File: src/logic/acis_pkg.sv
// Package with register map, field layout, source codes and carrier types of the ADC input select block.
package acis_pkg;

    localparam int unsigned APB_ADDR_W  = 12;
    localparam int unsigned APB_DATA_W  = 32;

    // Register byte offsets.
    localparam logic [11:0] OFF_MUX_SEL   = 12'h000;
    localparam logic [11:0] OFF_SCAN_MASK = 12'h004;
    localparam logic [11:0] OFF_CTRL      = 12'h008;
    localparam logic [11:0] OFF_STATUS    = 12'h00C;

    // Input mux select register layout.
    localparam int unsigned SEL_W          = 4;
    localparam int unsigned SB_NEG_BIT     = 31;
    localparam int unsigned SB_POS_LSB     = 24;
    localparam int unsigned SA_NEG_BIT     = 23;
    localparam int unsigned SA_POS_LSB     = 16;
    localparam logic [31:0] MUX_SEL_WMASK  = 32'h8F8F_0000;
    localparam logic [31:0] MUX_SEL_RST    = 32'h0000_0000;

    // Scan mask register layout.
    localparam int unsigned SCAN_W         = 16;
    localparam logic [15:0] SCAN_MASK_RST  = 16'h0000;

    // Control register layout.
    localparam int unsigned CTRL_ALT_BIT    = 0;
    localparam int unsigned CTRL_SCAN_BIT   = 1;
    localparam int unsigned CTRL_OFFSET_CALIBRATION_MODE_BIT = 2;
    localparam int unsigned CTRL_W          = 3;
    localparam logic [2:0]  CTRL_RST        = 3'h0;

    // Status register layout.
    localparam int unsigned STAT_SRC_LSB   = 0;
    localparam int unsigned STAT_NEG_BIT   = 8;
    localparam int unsigned STAT_USEB_BIT  = 9;
    localparam int unsigned STAT_SCAN_LSB  = 12;

    // Selector codes.
    localparam logic [3:0] SEL_LAST_AN = 4'hC;
    localparam logic [3:0] SEL_TEMP    = 4'hD;
    localparam logic [3:0] SEL_IREF    = 4'hE;
    localparam logic [3:0] SEL_OPEN    = 4'hF;

    // Scan mask bit meanings above the analog inputs.
    localparam logic [3:0] SCAN_CHARGE_TIME_MEASURE_UNIT_IDX = 4'hD;
    localparam logic [3:0] SCAN_IREF_IDX = 4'hE;
    localparam logic [3:0] SCAN_GND_IDX  = 4'hF;

    // Converter positive source codes; analog inputs use their own index.
    localparam int unsigned SRC_W      = 5;
    localparam logic [4:0] SRC_TEMP    = 5'h0D;
    localparam logic [4:0] SRC_IREF    = 5'h0E;
    localparam logic [4:0] SRC_OPEN    = 5'h0F;
    localparam logic [4:0] SRC_GND     = 5'h10;
    localparam logic [4:0] SRC_LOWREF  = 5'h11;
    localparam logic [4:0] SRC_CHARGE_TIME_MEASURE_UNIT_IN = 5'h12;

    localparam int unsigned NUM_AN_DEF = 13;

    typedef enum logic [2:0] {
        ST_FIRST = 3'b001,
        ST_B     = 3'b010,
        ST_A     = 3'b100
    } acis_state_t;

    typedef struct packed {
        logic [4:0] pos_src;
        logic       neg_an1;
        logic       use_b;
        logic       scanning;
        logic [3:0] scan_idx;
    } acis_sel_t;

endpackage

File: src/logic/acis_scan_pick.sv
// Finds the first set scan mask bit at or after a start index, wrapping round.
`timescale 1ns/10ps
`default_nettype none
module acis_scan_pick #(
    parameter int unsigned WIDTH = 16
) (
    input  wire logic [WIDTH-1:0]         mask_i,
    input  wire logic [$clog2(WIDTH)-1:0] start_i,
    output logic                          found_o,
    output logic [$clog2(WIDTH)-1:0]      index_o
);
    localparam int unsigned IW = $clog2(WIDTH);

    logic [WIDTH-1:0] rot;
    logic [IW-1:0]    offset;

    genvar g;
    generate
        for (g = 0; g < WIDTH; g++) begin : g_rot
            wire [IW-1:0] src_idx = start_i + IW'(g);
            assign rot[g] = mask_i[src_idx];
        end
    endgenerate

    // Highest position is checked first so the lowest offset wins.
    always_comb begin
        offset = '0;
        for (int k = WIDTH - 1; k >= 0; k--) begin
            if (rot[k]) begin
                offset = IW'(k);
            end
        end
    end

    assign found_o = |mask_i;
    assign index_o = start_i + offset;
endmodule // acis_scan_pick
`default_nettype wire

File: src/logic/acis_src_map.sv
// Maps a selector code or a scan index to the converter positive source code.
`timescale 1ns/10ps
`default_nettype none
module acis_src_map
    import acis_pkg::*;
#(
    parameter int unsigned NUM_AN = 13
) (
    input  wire logic [3:0] code_i,
    input  wire logic       from_scan_i,
    output logic [4:0]      src_o
);
    wire       is_an   = (code_i <= SEL_LAST_AN);
    wire       has_pin = ({1'b0, code_i} < 5'(NUM_AN));
    wire [4:0] an_src  = has_pin ? {1'b0, code_i} : SRC_LOWREF;

    // Scan positions 13 and 15 name other sources than the selector codes do; 14 is the reference in both.
    wire [4:0] scan_hi = (code_i == SCAN_CHARGE_TIME_MEASURE_UNIT_IDX) ? SRC_CHARGE_TIME_MEASURE_UNIT_IN :
                         (code_i == SCAN_IREF_IDX) ? SRC_IREF : SRC_GND;
    wire [4:0] sel_hi  = (code_i == SEL_TEMP) ? SRC_TEMP :
                         (code_i == SEL_IREF) ? SRC_IREF : SRC_OPEN;

    assign src_o = is_an ? an_src : (from_scan_i ? scan_hi : sel_hi);
endmodule // acis_src_map
`default_nettype wire

File: src/logic/acis_top.sv
// ADC input selection: APB registers, sample A/B alternation, scan stepping and calibration override.
//
// Functional notes
// - Sample B negative bit: AN1 or low reference.
// - Sample B positive code: inputs, sensor, reference, open.
// - Sample A negative bit: AN1 or low reference.
// - Sample A positive code, same encoding as B.
// - Sixteen bit scan mask includes or skips inputs.
// - Mask bits 13-15: measurement unit, reference, ground.
// - Missing pins stay writable, convert low reference.
// - Unused register bits read as zero.
// - Alternate mode: A first, then B, A, ...
// - Scan enable steps through masked inputs.
// - Offset calibration forces both inputs to low reference.
`timescale 1ns/10ps
`default_nettype none
module acis_top
    import acis_pkg::*;
#(
    parameter int unsigned NUM_AN = NUM_AN_DEF
) (
    input  wire logic                            clk_i,
    input  wire logic                            reset_n_i,
    input  wire logic                            psel_i,
    input  wire logic                            penable_i,
    input  wire logic                            pwrite_i,
    input  wire logic [acis_pkg::APB_ADDR_W-1:0] paddr_i,
    input  wire logic [acis_pkg::APB_DATA_W-1:0] pwdata_i,
    input  wire logic [3:0]                      pstrb_i,
    output logic [acis_pkg::APB_DATA_W-1:0]      prdata_o,
    output logic                                 pready_o,
    output logic                                 pslverr_o,
    input  wire logic                            seq_restart_i,
    input  wire logic                            sample_req_i,
    output acis_pkg::acis_sel_t                  sel_o
);
    import acis_pkg::*;

    // Register state.
    logic [31:0]       mux_sel_q;
    logic [31:0]       mux_sel_d;
    logic [15:0]       scan_mask_q;
    logic [15:0]       scan_mask_d;
    logic [2:0]        ctrl_q;
    logic [2:0]        ctrl_d;
    logic [31:0]       prdata_q;
    logic              pready_q;
    logic              pslverr_q;
    acis_state_t       state_q;
    acis_state_t       state_d;
    logic [3:0]        scan_ptr_q;
    logic [3:0]        scan_ptr_d;
    acis_sel_t         sel_q;
    acis_sel_t         sel_d;

    // APB decode. The slave inserts one wait state so that read data and
    // the answer both leave from flip-flops.
    wire        access    = psel_i & penable_i;
    wire        complete  = access & pready_q;
    wire        hit_mux   = (paddr_i == OFF_MUX_SEL);
    wire        hit_scan  = (paddr_i == OFF_SCAN_MASK);
    wire        hit_ctrl  = (paddr_i == OFF_CTRL);
    wire        hit_stat  = (paddr_i == OFF_STATUS);
    wire        mapped    = hit_mux | hit_scan | hit_ctrl | hit_stat;
    wire        wr_en     = complete & pwrite_i & mapped;

    wire [31:0] byte_mask;
    genvar b;
    generate
        for (b = 0; b < 4; b++) begin : g_strb
            assign byte_mask[8*b +: 8] = {8{pstrb_i[b]}};
        end
    endgenerate

    wire [31:0] mux_wmask  = byte_mask & MUX_SEL_WMASK;
    wire [31:0] mux_wr     = (mux_sel_q & ~mux_wmask) | (pwdata_i & mux_wmask);
    wire [15:0] scan_wr    = (scan_mask_q & ~byte_mask[15:0]) | (pwdata_i[15:0] & byte_mask[15:0]);
    wire [2:0]  ctrl_wr    = pstrb_i[0] ? pwdata_i[2:0] : ctrl_q;

    assign mux_sel_d   = (wr_en & hit_mux)  ? mux_wr  : mux_sel_q;
    assign scan_mask_d = (wr_en & hit_scan) ? scan_wr : scan_mask_q;
    assign ctrl_d      = (wr_en & hit_ctrl) ? ctrl_wr : ctrl_q;

    // Field views.
    wire       sb_neg   = mux_sel_q[SB_NEG_BIT];
    wire [3:0] sb_pos   = mux_sel_q[SB_POS_LSB +: SEL_W];
    wire       sa_neg   = mux_sel_q[SA_NEG_BIT];
    wire [3:0] sa_pos   = mux_sel_q[SA_POS_LSB +: SEL_W];
    wire       alt_mode = ctrl_q[CTRL_ALT_BIT];
    wire       scan_en  = ctrl_q[CTRL_SCAN_BIT];
    wire       offset_calibration_mode   = ctrl_q[CTRL_OFFSET_CALIBRATION_MODE_BIT];

    // Read data; unused bits of every register are zero.
    wire [31:0] mux_rd  = mux_sel_q & MUX_SEL_WMASK;
    wire [31:0] scan_rd = {16'h0000, scan_mask_q};
    wire [31:0] ctrl_rd = {29'h0000_0000, ctrl_q};
    wire [31:0] stat_rd = {16'h0000, sel_q.scan_idx, 2'b00, sel_q.use_b, sel_q.neg_an1, 3'b000, sel_q.pos_src};
    wire [31:0] rd_mux  = hit_mux  ? mux_rd  :
                          hit_scan ? scan_rd :
                          hit_ctrl ? ctrl_rd :
                          hit_stat ? stat_rd : 32'h0000_0000;

    wire        pready_d  = access & ~pready_q;
    wire        pslverr_d = access & ~pready_q & ~mapped;
    wire [31:0] prdata_d  = (access & ~pready_q & ~pwrite_i) ? rd_mux : prdata_q;

    // Scan stepping: the picker finds the next included input from the pointer.
    logic       pick_found;
    logic [3:0] pick_idx;

    acis_scan_pick #(
        .WIDTH (SCAN_W)
    ) u_pick (
        .mask_i  (scan_mask_q),
        .start_i (scan_ptr_q),
        .found_o (pick_found),
        .index_o (pick_idx)
    );

    // An empty mask cannot be scanned, so the A selector is used instead.
    wire scanning = scan_en & pick_found;
    // Clearing alternate mode takes effect at once, even with sample B pending.
    wire use_b    = alt_mode & (state_q == ST_B);

    logic [4:0] sa_src;
    logic [4:0] sb_src;
    logic [4:0] scan_src;

    acis_src_map #(
        .NUM_AN (NUM_AN)
    ) u_map_a (
        .code_i      (sa_pos),
        .from_scan_i (1'b0),
        .src_o       (sa_src)
    );

    acis_src_map #(
        .NUM_AN (NUM_AN)
    ) u_map_b (
        .code_i      (sb_pos),
        .from_scan_i (1'b0),
        .src_o       (sb_src)
    );

    acis_src_map #(
        .NUM_AN (NUM_AN)
    ) u_map_scan (
        .code_i      (pick_idx),
        .from_scan_i (1'b1),
        .src_o       (scan_src)
    );

    // Scanning replaces the sample A positive input; sample B keeps its selector.
    wire [4:0] a_src   = scanning ? scan_src : sa_src;
    wire [4:0] pos_sel = use_b ? sb_src : a_src;
    wire       neg_sel = use_b ? sb_neg : sa_neg;

    always_comb begin
        sel_d          = '0;
        sel_d.use_b    = use_b;
        sel_d.scanning = scanning & ~use_b;
        sel_d.scan_idx = pick_idx;
        if (offset_calibration_mode) begin
            sel_d.pos_src = SRC_LOWREF;
            sel_d.neg_an1 = 1'b0;
        end else begin
            sel_d.pos_src = pos_sel;
            sel_d.neg_an1 = neg_sel;
        end
    end

    // Sample order: first sample of a sequence is always A.
    always_comb begin
        state_d = state_q;
        if (seq_restart_i) begin
            state_d = ST_FIRST;
        end else if (sample_req_i) begin
            case (state_q)
                ST_FIRST: begin
                    state_d = alt_mode ? ST_B : ST_A;
                end
                ST_B: begin
                    state_d = ST_A;
                end
                ST_A: begin
                    state_d = alt_mode ? ST_B : ST_A;
                end
                default: begin
                    state_d = ST_FIRST;
                end
            endcase
        end
    end

    // The pointer moves past the input just converted on each A sample.
    always_comb begin
        scan_ptr_d = scan_ptr_q;
        if (seq_restart_i | ~scan_en) begin
            scan_ptr_d = 4'h0;
        end else if (sample_req_i & scanning & ~use_b) begin
            scan_ptr_d = 4'(pick_idx + 4'h1);
        end
    end

    always_ff @(posedge clk_i or negedge reset_n_i) begin
        if (!reset_n_i) begin
            mux_sel_q   <= MUX_SEL_RST;
            scan_mask_q <= SCAN_MASK_RST;
            ctrl_q      <= CTRL_RST;
        end else begin
            mux_sel_q   <= mux_sel_d;
            scan_mask_q <= scan_mask_d;
            ctrl_q      <= ctrl_d;
        end
    end

    always_ff @(posedge clk_i or negedge reset_n_i) begin
        if (!reset_n_i) begin
            prdata_q  <= 32'h0000_0000;
            pready_q  <= 1'b0;
            pslverr_q <= 1'b0;
        end else begin
            prdata_q  <= prdata_d;
            pready_q  <= pready_d;
            pslverr_q <= pslverr_d;
        end
    end

    always_ff @(posedge clk_i or negedge reset_n_i) begin
        if (!reset_n_i) begin
            state_q    <= ST_FIRST;
            scan_ptr_q <= 4'h0;
            sel_q      <= '0;
        end else begin
            state_q    <= state_d;
            scan_ptr_q <= scan_ptr_d;
            sel_q      <= sel_d;
        end
    end

    assign prdata_o  = prdata_q;
    assign pready_o  = pready_q;
    assign pslverr_o = pslverr_q;
    assign sel_o     = sel_q;

endmodule // acis_top
`default_nettype wire

File: config.mk
export PLATFORM = sky130hd
export DESIGN_NAME = acis_top
export DESIGN_NICKNAME = d
export VERILOG_FILES = /design/src/logic/acis_pkg.sv /design/src/logic/acis_scan_pick.sv /design/src/logic/acis_src_map.sv /design/src/logic/acis_top.sv
export SDC_FILE = /design/constraint.sdc
export NUM_CORES = 1
export LEC_CHECK = 0
export ABC_AREA = 0
export BUFFER_PORTS_ARGS = -buffer_cell sky130_fd_sc_hd__buf_2
export CAP_MARGIN = 20
export CELL_PAD_IN_SITES_DETAIL_PLACEMENT = 0
export CELL_PAD_IN_SITES_GLOBAL_PLACEMENT = 2
export CORE_MARGIN = 3
export CORE_UTILIZATION = 39
export DETAILED_ROUTE_END_ITERATION = 8
export GPL_TIMING_DRIVEN = 0
export PLACE_DENSITY = 0.95
export SETUP_SLACK_MARGIN = 0.5
export SLEW_MARGIN = 20
export SYNTH_ARGS = -nofsm -noshare
export SYNTH_HDL_FRONTEND = slang
export SYNTH_SLANG_ARGS = --single-unit
File: constraint.sdc
create_clock -name clk_i -period 11.6 [get_ports clk_i]
set_input_delay 2.32 -clock clk_i [delete_from_list [all_inputs] [get_ports clk_i]]
set_output_delay 2.32 -clock clk_i [all_outputs]
set_load 0.02 [all_outputs]
==> metrics.cfg, run 1 <==
[logic_synthesis]
synth.area.top_cells = dfrtp_1 (40%), mux4_1 (9.4%), mux2_2 (8.3%), mux4_2 (6.7%), ha_1 (3.7%)
synth.top_cell.area_share_pct = 39.6
synth.yosys.seq_area_share_pct = 40.2
async_flop_share_pct = 100
yosysUniqueCellTypes = 55
yosys_warnings = 0
synth.most_common_cell = dfrtp_1
synth-seq-cells = 76
synth_top_cell_by_area = dfrtp_1
synth_area_um2 = 4740
ys.flop_type = dfrtp_1
synthCells = 389
syn_avg_cell_area_um2 = 12.2
synth-edff-count = 0
ys_top_cells_by_count = dfrtp_1 (75), mux2_2 (35), nand2_1 (25)

[global_route]
grt_pass1_vias = 3703
grt_first_pass_wirelength_um = 19400
grt_max_degree = 41
antenna_found_initial = 1
overflow = 0
grt_usage_pct = 18.6

[drt]
dr.pass1.iters = 4
drt_iter0_markers = 180
via_count = 3581
drtAntennaViolNets = 0
drcViolationCount = 0
wl_per_cell_um = 18.5
viasPerCell = 5.60
routed_wl_um = 11800

[placement]
dp_hpwl_um = 9270
gp_congestion = 0.812
port_buffers = 86

[final_layout]
multi_input_area_um2 = 2650
fillCellCount = 1067
fin_util_pct = 49.0
layout.nets = 563
drive_above_1_share_pct = 34.8
antennaDiodeCount = 0
syn2layout_area_growth_pct = 20.5
regArea_um2 = 1900

[clocking]
cts_buffer_depth = 2
post_cts_resized = 0
clk_pin_slew_ns = 0.06
clkSinkCount = 76
cts_buffers = 9
cts_htree_levels = 3
clk_latency_ns = 0.33
post-cts-setup-buffers = 0
root_buffer = clkbuf_16
postCtsHoldBufs = 0
cts_tree = yes

[timing]
slew_violations = 0
finClkSkew_ns = 0.00378
min_period_ns = 5.18
post-route-period-util_pct = 44.6
rsz0062_at_grt = false
hold_ws_ns = 0.474
fmax_mhz = 193
tightest_slew_ns = 0.731
slew_headroom_pct = 51.3
tns_ns = 0
setup_viol = 0
hold_viol_final = 0

[worst_hold_path]
worstHoldEndpoint = prdata_o[0]
holdPathStages = 2
min_from = prdata_o[0]
hold_class = flip-flop to flip-flop

[setup_path]
critical_path_arrival_ns = 5.39
cp_cell_sequence = buf_6, buf_8, inv_1, ha_1, clkbuf_1, mux4_1, mux4_2, nand2b_2, o21a_1, nor3_1, ha_1, a21o_1, a21oi_1, xnor2_1, xnor2_2, a21oi_1, o41a_1
r2r-start = scan_ptr_q[1]
reg2reg_to = sel_o[8]
rrSetupSlack_ns = 6.42
crit_slowest_cell = mux4_2
cp_num_cells = 17
cp-start-kind = flip-flop
path_delay_family = compound AO/OA/AOI/OAI gates
max_stage_delay_ns = 0.52
path_buf_inv = 4
reg2reg_depth = 17
cp_max_fo = 10
crit_required_ns = 11.81
critPathKind = flip-flop to flip-flop
endpoint_kind = flip-flop

[pwr]
vdd_ir_drop_max_mv = 0.0981
clockPowerShare_pct = 49.7
swShare_pct = 21.3
power.leakage_nw = 2.80
p_switching_mw = 0.125
internal-power_mw = 0.461
sequentialPowerShare_pct = 45.7
combPwrFrac_pct = 4.6
power.density_nw_per_um2 = 103

[die]
fp.dieH_um = 116
io_pins = 101
die_w_um = 116
rows = 39
die_area_um2 = 13500
start_util_pct = 40.6
core-area_um2 = 11700

[run]
max_cap_violations = 0

[run_status]
status = finished, final reports clean

## cells in the final DEF (no fill, tap or decap), drive strengths merged, types with 11 or more instances in the layout
cell and count:
a21oi 16, a22o 15, buf 101, clkbuf 20
dfrtp 75, ha 14, inv 18, mux2 35
mux2i 17, mux4 31, nand2 25, nor2 25
o21ai 13, xnor2 11
## power by group through the flow
stage,Sequential (mW),Clock [mW],Combinational [mW]
after floorplan,0.273,0,0.00984
after global placement,0.272,0,0.0256
after detailed placement,0.272,0,0.0273
after CTS,0.268,0.298,0.0274
after global routing,0.268,0.309,0.0306
final,0.268,0.291,0.0270
## layer usage
layer	part of all wire [%]	wire, µm	track usage, %	up-vias
met5	0.068	8	0	-
met4	1.2	139	4.10	2
met3	4.9	585	4.92	16
met2	50	5880	31.2	101
met1	44	5240	24.3	1796
li1	-	-	-	1666
## stage by stage
step | power, mW | worst slack (ns) | std cells | area [µm²]
floorplan | 0.283 | 7.21 | 394 | 4760
global placement | 0.298 | 6.52 | 623 | 5370
detailed placement | 0.300 | 6.44 | 625 | 5400
CTS | 0.593 | 6.39 | 640 | 5710
global route | 0.607 | 6.02 | 640 | 5710
finish | 0.586 | 6.42 | 640 | 5710
## worst max path at each step
stage,startpoint,endpoint,slack [ns]
6_report,scan_ptr_q[1],sel_o[8],6.42
3_5_place_dp,scan_ptr_q[1],sel_o[8],6.44
2_1_floorplan,scan_ptr_q[0],sel_o[8],7.21
4_1_cts,scan_ptr_q[1],sel_o[8],6.39
3_3_place_gp,scan_ptr_q[1],sel_o[8],6.52
5_1_grt,scan_ptr_q[1],sel_o[8],6.02
## worst register-to-register path, delay by kind of cell (launching register included)
kind                     cells  cell delay [ns]
adder cells (fa/ha/maj)      2             0.59
buffers and inverters        4             0.80
flip-flops                   1             0.50
AO/OA/AOI/OAI                5             1.06
multiplexers                 2             0.97
XOR/XNOR                     2             0.59
AND/OR/NAND/NOR              2             0.55
## layout make-up
| class | instances | area share [%] |
|---|---|---|
| inverters | 17 | 1.12 |
| multi-input cells | 280 | 46.3 |
| plain buffers | 21 | 2.67 |
| repair buffers | 88 | 8.02 |
| well taps | 143 | 3.13 |
| clock inverters | 3 | 0.767 |
| clock buffers | 12 | 4.67 |
| flip-flops and latches | 76 | 33.3 |
## kinds of logic after synthesis
family	after synthesis	synth area share, %
AOI/OAI and AO/OA	67	10.0
xor gates and xnor gates	15	2.93
adders and majority gates	15	4.12
buffers and inverters	38	4.57
DFF	76	40.2
muxes	83	28.0
other	1	0.0791
and+or+nand+nor	94	10.1
Power figures use the tool's default switching activity.
==> inputs of run 2 (changes only) <==
- ABC_AREA: 0 -> 1
- CORE_UTILIZATION: 39 -> 28
- PLACE_DENSITY: 0.95 -> 0.86
- clock period: 11.6 -> 4.31 ns (I/O delays scaled with it)
==> metrics.cfg, run 2 <==
[timing]
hold_viol_final = 0  ; unchanged
fmax_mhz = 261  ; was 193 MHz
min_period_ns = 3.83  ; was 5.18 ns
fin_ws_ns = 0.482  ; was 6.42 ns
slew_violations = 0  ; unchanged
finClkSkew_ns = 0.00664  ; was 0.00378 ns
setup_viol = 0  ; unchanged
rsz0062_at_grt = true  ; was false
slew_headroom_pct = 53.4  ; was 51.3%
hold_ws_ns = 0.452  ; was 0.474 ns
post-route-period-util_pct = 88.8  ; was 44.6%
tightest_slew_ns = 0.697  ; was 0.731 ns

[clocking]
clk_pin_slew_ns = 0.06  ; about the same
clkSinkCount = 76  ; unchanged
cts_buffers = 9  ; unchanged
cts_buffer_depth = 2  ; unchanged
cts_htree_levels = 3  ; unchanged
cts_tree = yes  ; unchanged
root_buffer = clkbuf_16  ; unchanged
postCtsHoldBufs = 0  ; unchanged
clk_latency_ns = 0.33  ; about the same

[logic_synthesis]
synth_top_cell_by_area = dfrtp_1  ; unchanged
synth.area.top_cells = dfrtp_1 (40%), nand2_1 (14%), nand3_1 (11%), inv_1 (4.0%), ha_1 (3.7%)  ; was dfrtp_1 (40%), mux4_1 (9.4%), mux2_2 (8.3%), mux4_2 (6.7%), ha_1 (3.7%)
synth_area_um2 = 4710  ; was 4740 µm²
synth.yosys.seq_area_share_pct = 40.4  ; was 40.2%
ys.flop_type = dfrtp_1  ; unchanged
yosys_warnings = 0  ; unchanged
yosysUniqueCellTypes = 46  ; was 55
synth-seq-cells = 76  ; unchanged
async_flop_share_pct = 100  ; unchanged
syn_avg_cell_area_um2 = 7.83  ; was 12.2 µm²
synth.top_cell.area_share_pct = 39.8  ; was 39.6%
ys_top_cells_by_count = nand2_1 (171), nand3_1 (108), dfrtp_1 (75)  ; was dfrtp_1 (75), mux2_2 (35), nand2_1 (25)
synthCells = 602  ; was 389
synth.most_common_cell = nand2_1  ; was dfrtp_1
synth-edff-count = 0  ; unchanged

[drt]
drcViolationCount = 0  ; unchanged
wl_per_cell_um = 15.8  ; was 18.5 µm
via_count = 4637  ; was 3581
viasPerCell = 4.88  ; was 5.60
dr.pass1.iters = 6  ; was 4
routed_wl_um = 15000  ; was 11800 µm
drtAntennaViolNets = 0  ; unchanged
drt_iter0_markers = 355  ; was 180

[setup_path]
max_stage_delay_ns = 0.62  ; was 0.52 ns
endpoint_kind = flip-flop  ; unchanged
r2r-start = scan_ptr_q[1]  ; unchanged
critPathKind = flip-flop to flip-flop  ; unchanged
crit_slowest_cell = fa_2  ; was mux4_2
cp-start-kind = flip-flop  ; unchanged
path_buf_inv = 5  ; was 4
reg2reg_depth = 33  ; was 17
crit_required_ns = 4.54  ; was 11.81 ns
critical_path_arrival_ns = 4.06  ; was 5.39 ns
cp_num_cells = 33  ; was 17
rrSetupSlack_ns = 0.48  ; was 6.42 ns
cp_max_fo = 8  ; was 10
reg2reg_to = sel_o[8]  ; unchanged
crit_top_cell = nand2_1
path_delay_family = simple AND/OR/NAND/NOR gates  ; was compound AO/OA/AOI/OAI gates
endpoint = sel_o[8]  ; unchanged
startpoint = scan_ptr_q[1]  ; unchanged

[worst_hold_path]
hold_class = primary input to asynchronous set/reset pin  ; was flip-flop to flip-flop

[global_route]
grt_max_degree = 49  ; was 41
grt_usage_pct = 16.6  ; was 18.6%
grt_pass1_vias = 4576  ; was 3703
grt_first_pass_wirelength_um = 24100  ; was 19400 µm
overflow = 0  ; unchanged
antenna_found_initial = 0  ; was 1

[placement]
place_ws_ns = -0.0914  ; was 6.44 ns
dp_hpwl_um = 11600  ; was 9270 µm
gp_congestion = 0.863  ; was 0.812
port_buffers = 88  ; was 86
placed_cell_area_um2 = 5490  ; was 5400 µm²

[run]
max_cap_violations = 0  ; unchanged

[final_layout]
drive_above_1_share_pct = 33.4  ; was 34.8%
layout.nets = 799  ; was 563
antennaDiodeCount = 0  ; unchanged
final_common_cell = nand2_1  ; was buf_2
syn2layout_area_growth_pct = 34.0  ; was 20.5%
design_area_um2 = 6310  ; was 5710 µm²
layout_common_cells = nand2_1 (162), nand3_1 (87), buf_2 (87), dfrtp_1 (73), inv_1 (45)  ; was buf_2 (87), dfrtp_1 (75), mux2_2 (35), nand2_1 (25), nor2_1 (24)
fin_util_pct = 39.0  ; was 49.0%

[run_status]
status = finished, final reports clean  ; unchanged

[die]
rows = 46  ; was 39
io_pins = 101  ; unchanged
die_w_um = 136  ; was 116 µm
core-area_um2 = 16200  ; was 11700 µm²
fp.dieH_um = 136  ; was 116 µm
die_area_um2 = 18400  ; was 13500 µm²
start_util_pct = 29.1  ; was 40.6%

[pwr]
power.leakage_nw = 3.24  ; was 2.80 nW
vdd_ir_drop_max_mv = 0.210  ; was 0.0981 mV
power.density_nw_per_um2 = 247  ; was 103 nW/µm²

## run 2: cell count changes after synthesis, moves of 8 or more
cell	change
nand2_1	+146
nand3_1	+99
inv_1	+34
o21ai_0	+26
mux2_2	-20
mux2i_1	-17
mux4_1	-17
a22o_1	-15
mux4_2	-14
nand4_1	+10
nor2_1	-8
## run 2: cell families after synthesis
family                   share of synthesized area [%]
AND/OR/NAND/NOR                                   32.7
buffers and inverters                             7.75
other                                           0.0796
multiplexers                                      4.86
AO/OA/AOI/OAI                                     7.94
XOR/XNOR                                          2.20
adder cells (fa/ha/maj)                           4.14
flip-flops                                        40.4
## run 2: power by group
part	leakage, nW	switching (mW)	internal [mW]
logic	2.08	0.0492	0.0291
clock network	0.146	0.295	0.466
registers	1.02	0.00200	0.717
## run 2: worst register-to-register path: cells and delay by family, from the launching register on
kind            cells  cell delay (ns)
buf+inv             5             0.51
flops               1             0.42
fa+ha+maj           4             1.17
simple gates       22             1.51
compound gates      2             0.12
## run 2: metrics by stage
stage,std cells,TNS (ns),total power [mW]
CTS,948,0,1.58
detailed placement,912,-0.257,0.811
global placement,911,-0.00141,0.806
floorplan,607,0,0.762
finish,950,0,1.56
global route,950,0,1.63
## run 2: final cells by class
| type | count | area (µm²) |
|---|---|---|
| fill | 1665 | 9860 |
| multi-input combinational | 453 | 2780 |
| sequential | 76 | 1910 |
| timing repair buffer | 111 | 639 |
| tap | 216 | 270 |
| inverter | 57 | 249 |
| clock buffer | 11 | 243 |
| buffer | 21 | 169 |
| clock inverter | 5 | 60.1 |
## run 2: worst min path at each step
stage                         start           end  slack [ns]  cells past startpoint
after CTS                 reset_n_i  prdata_o[31]        0.45                      1
final                     reset_n_i  prdata_o[31]        0.45                      1
after detailed placement  ctrl_q[2]      sel_o[8]        0.45                      1
after global routing      reset_n_i  prdata_o[17]        0.47                      1
after global placement    ctrl_q[2]      sel_o[8]        0.44                      1
after floorplan           ctrl_q[2]      sel_o[8]        0.42                      1
## run 2: layer usage
layer  vias up  track usage, %  share of wire (%)
met2       151            27.7                 48
met3        21            2.93                5.1
met1      2208            22.4                 46
li1       2257               -                  -
met5         -               0                  0
met4         0            4.20                1.7
## run 2: what timing repair did
item	CTS	global route
pin swaps	12	23
setup buffers	19	2
setup endpoints to repair	9	8
endpoints found under the hold margin	0	0
cloned	1	0
resized for setup	56	26
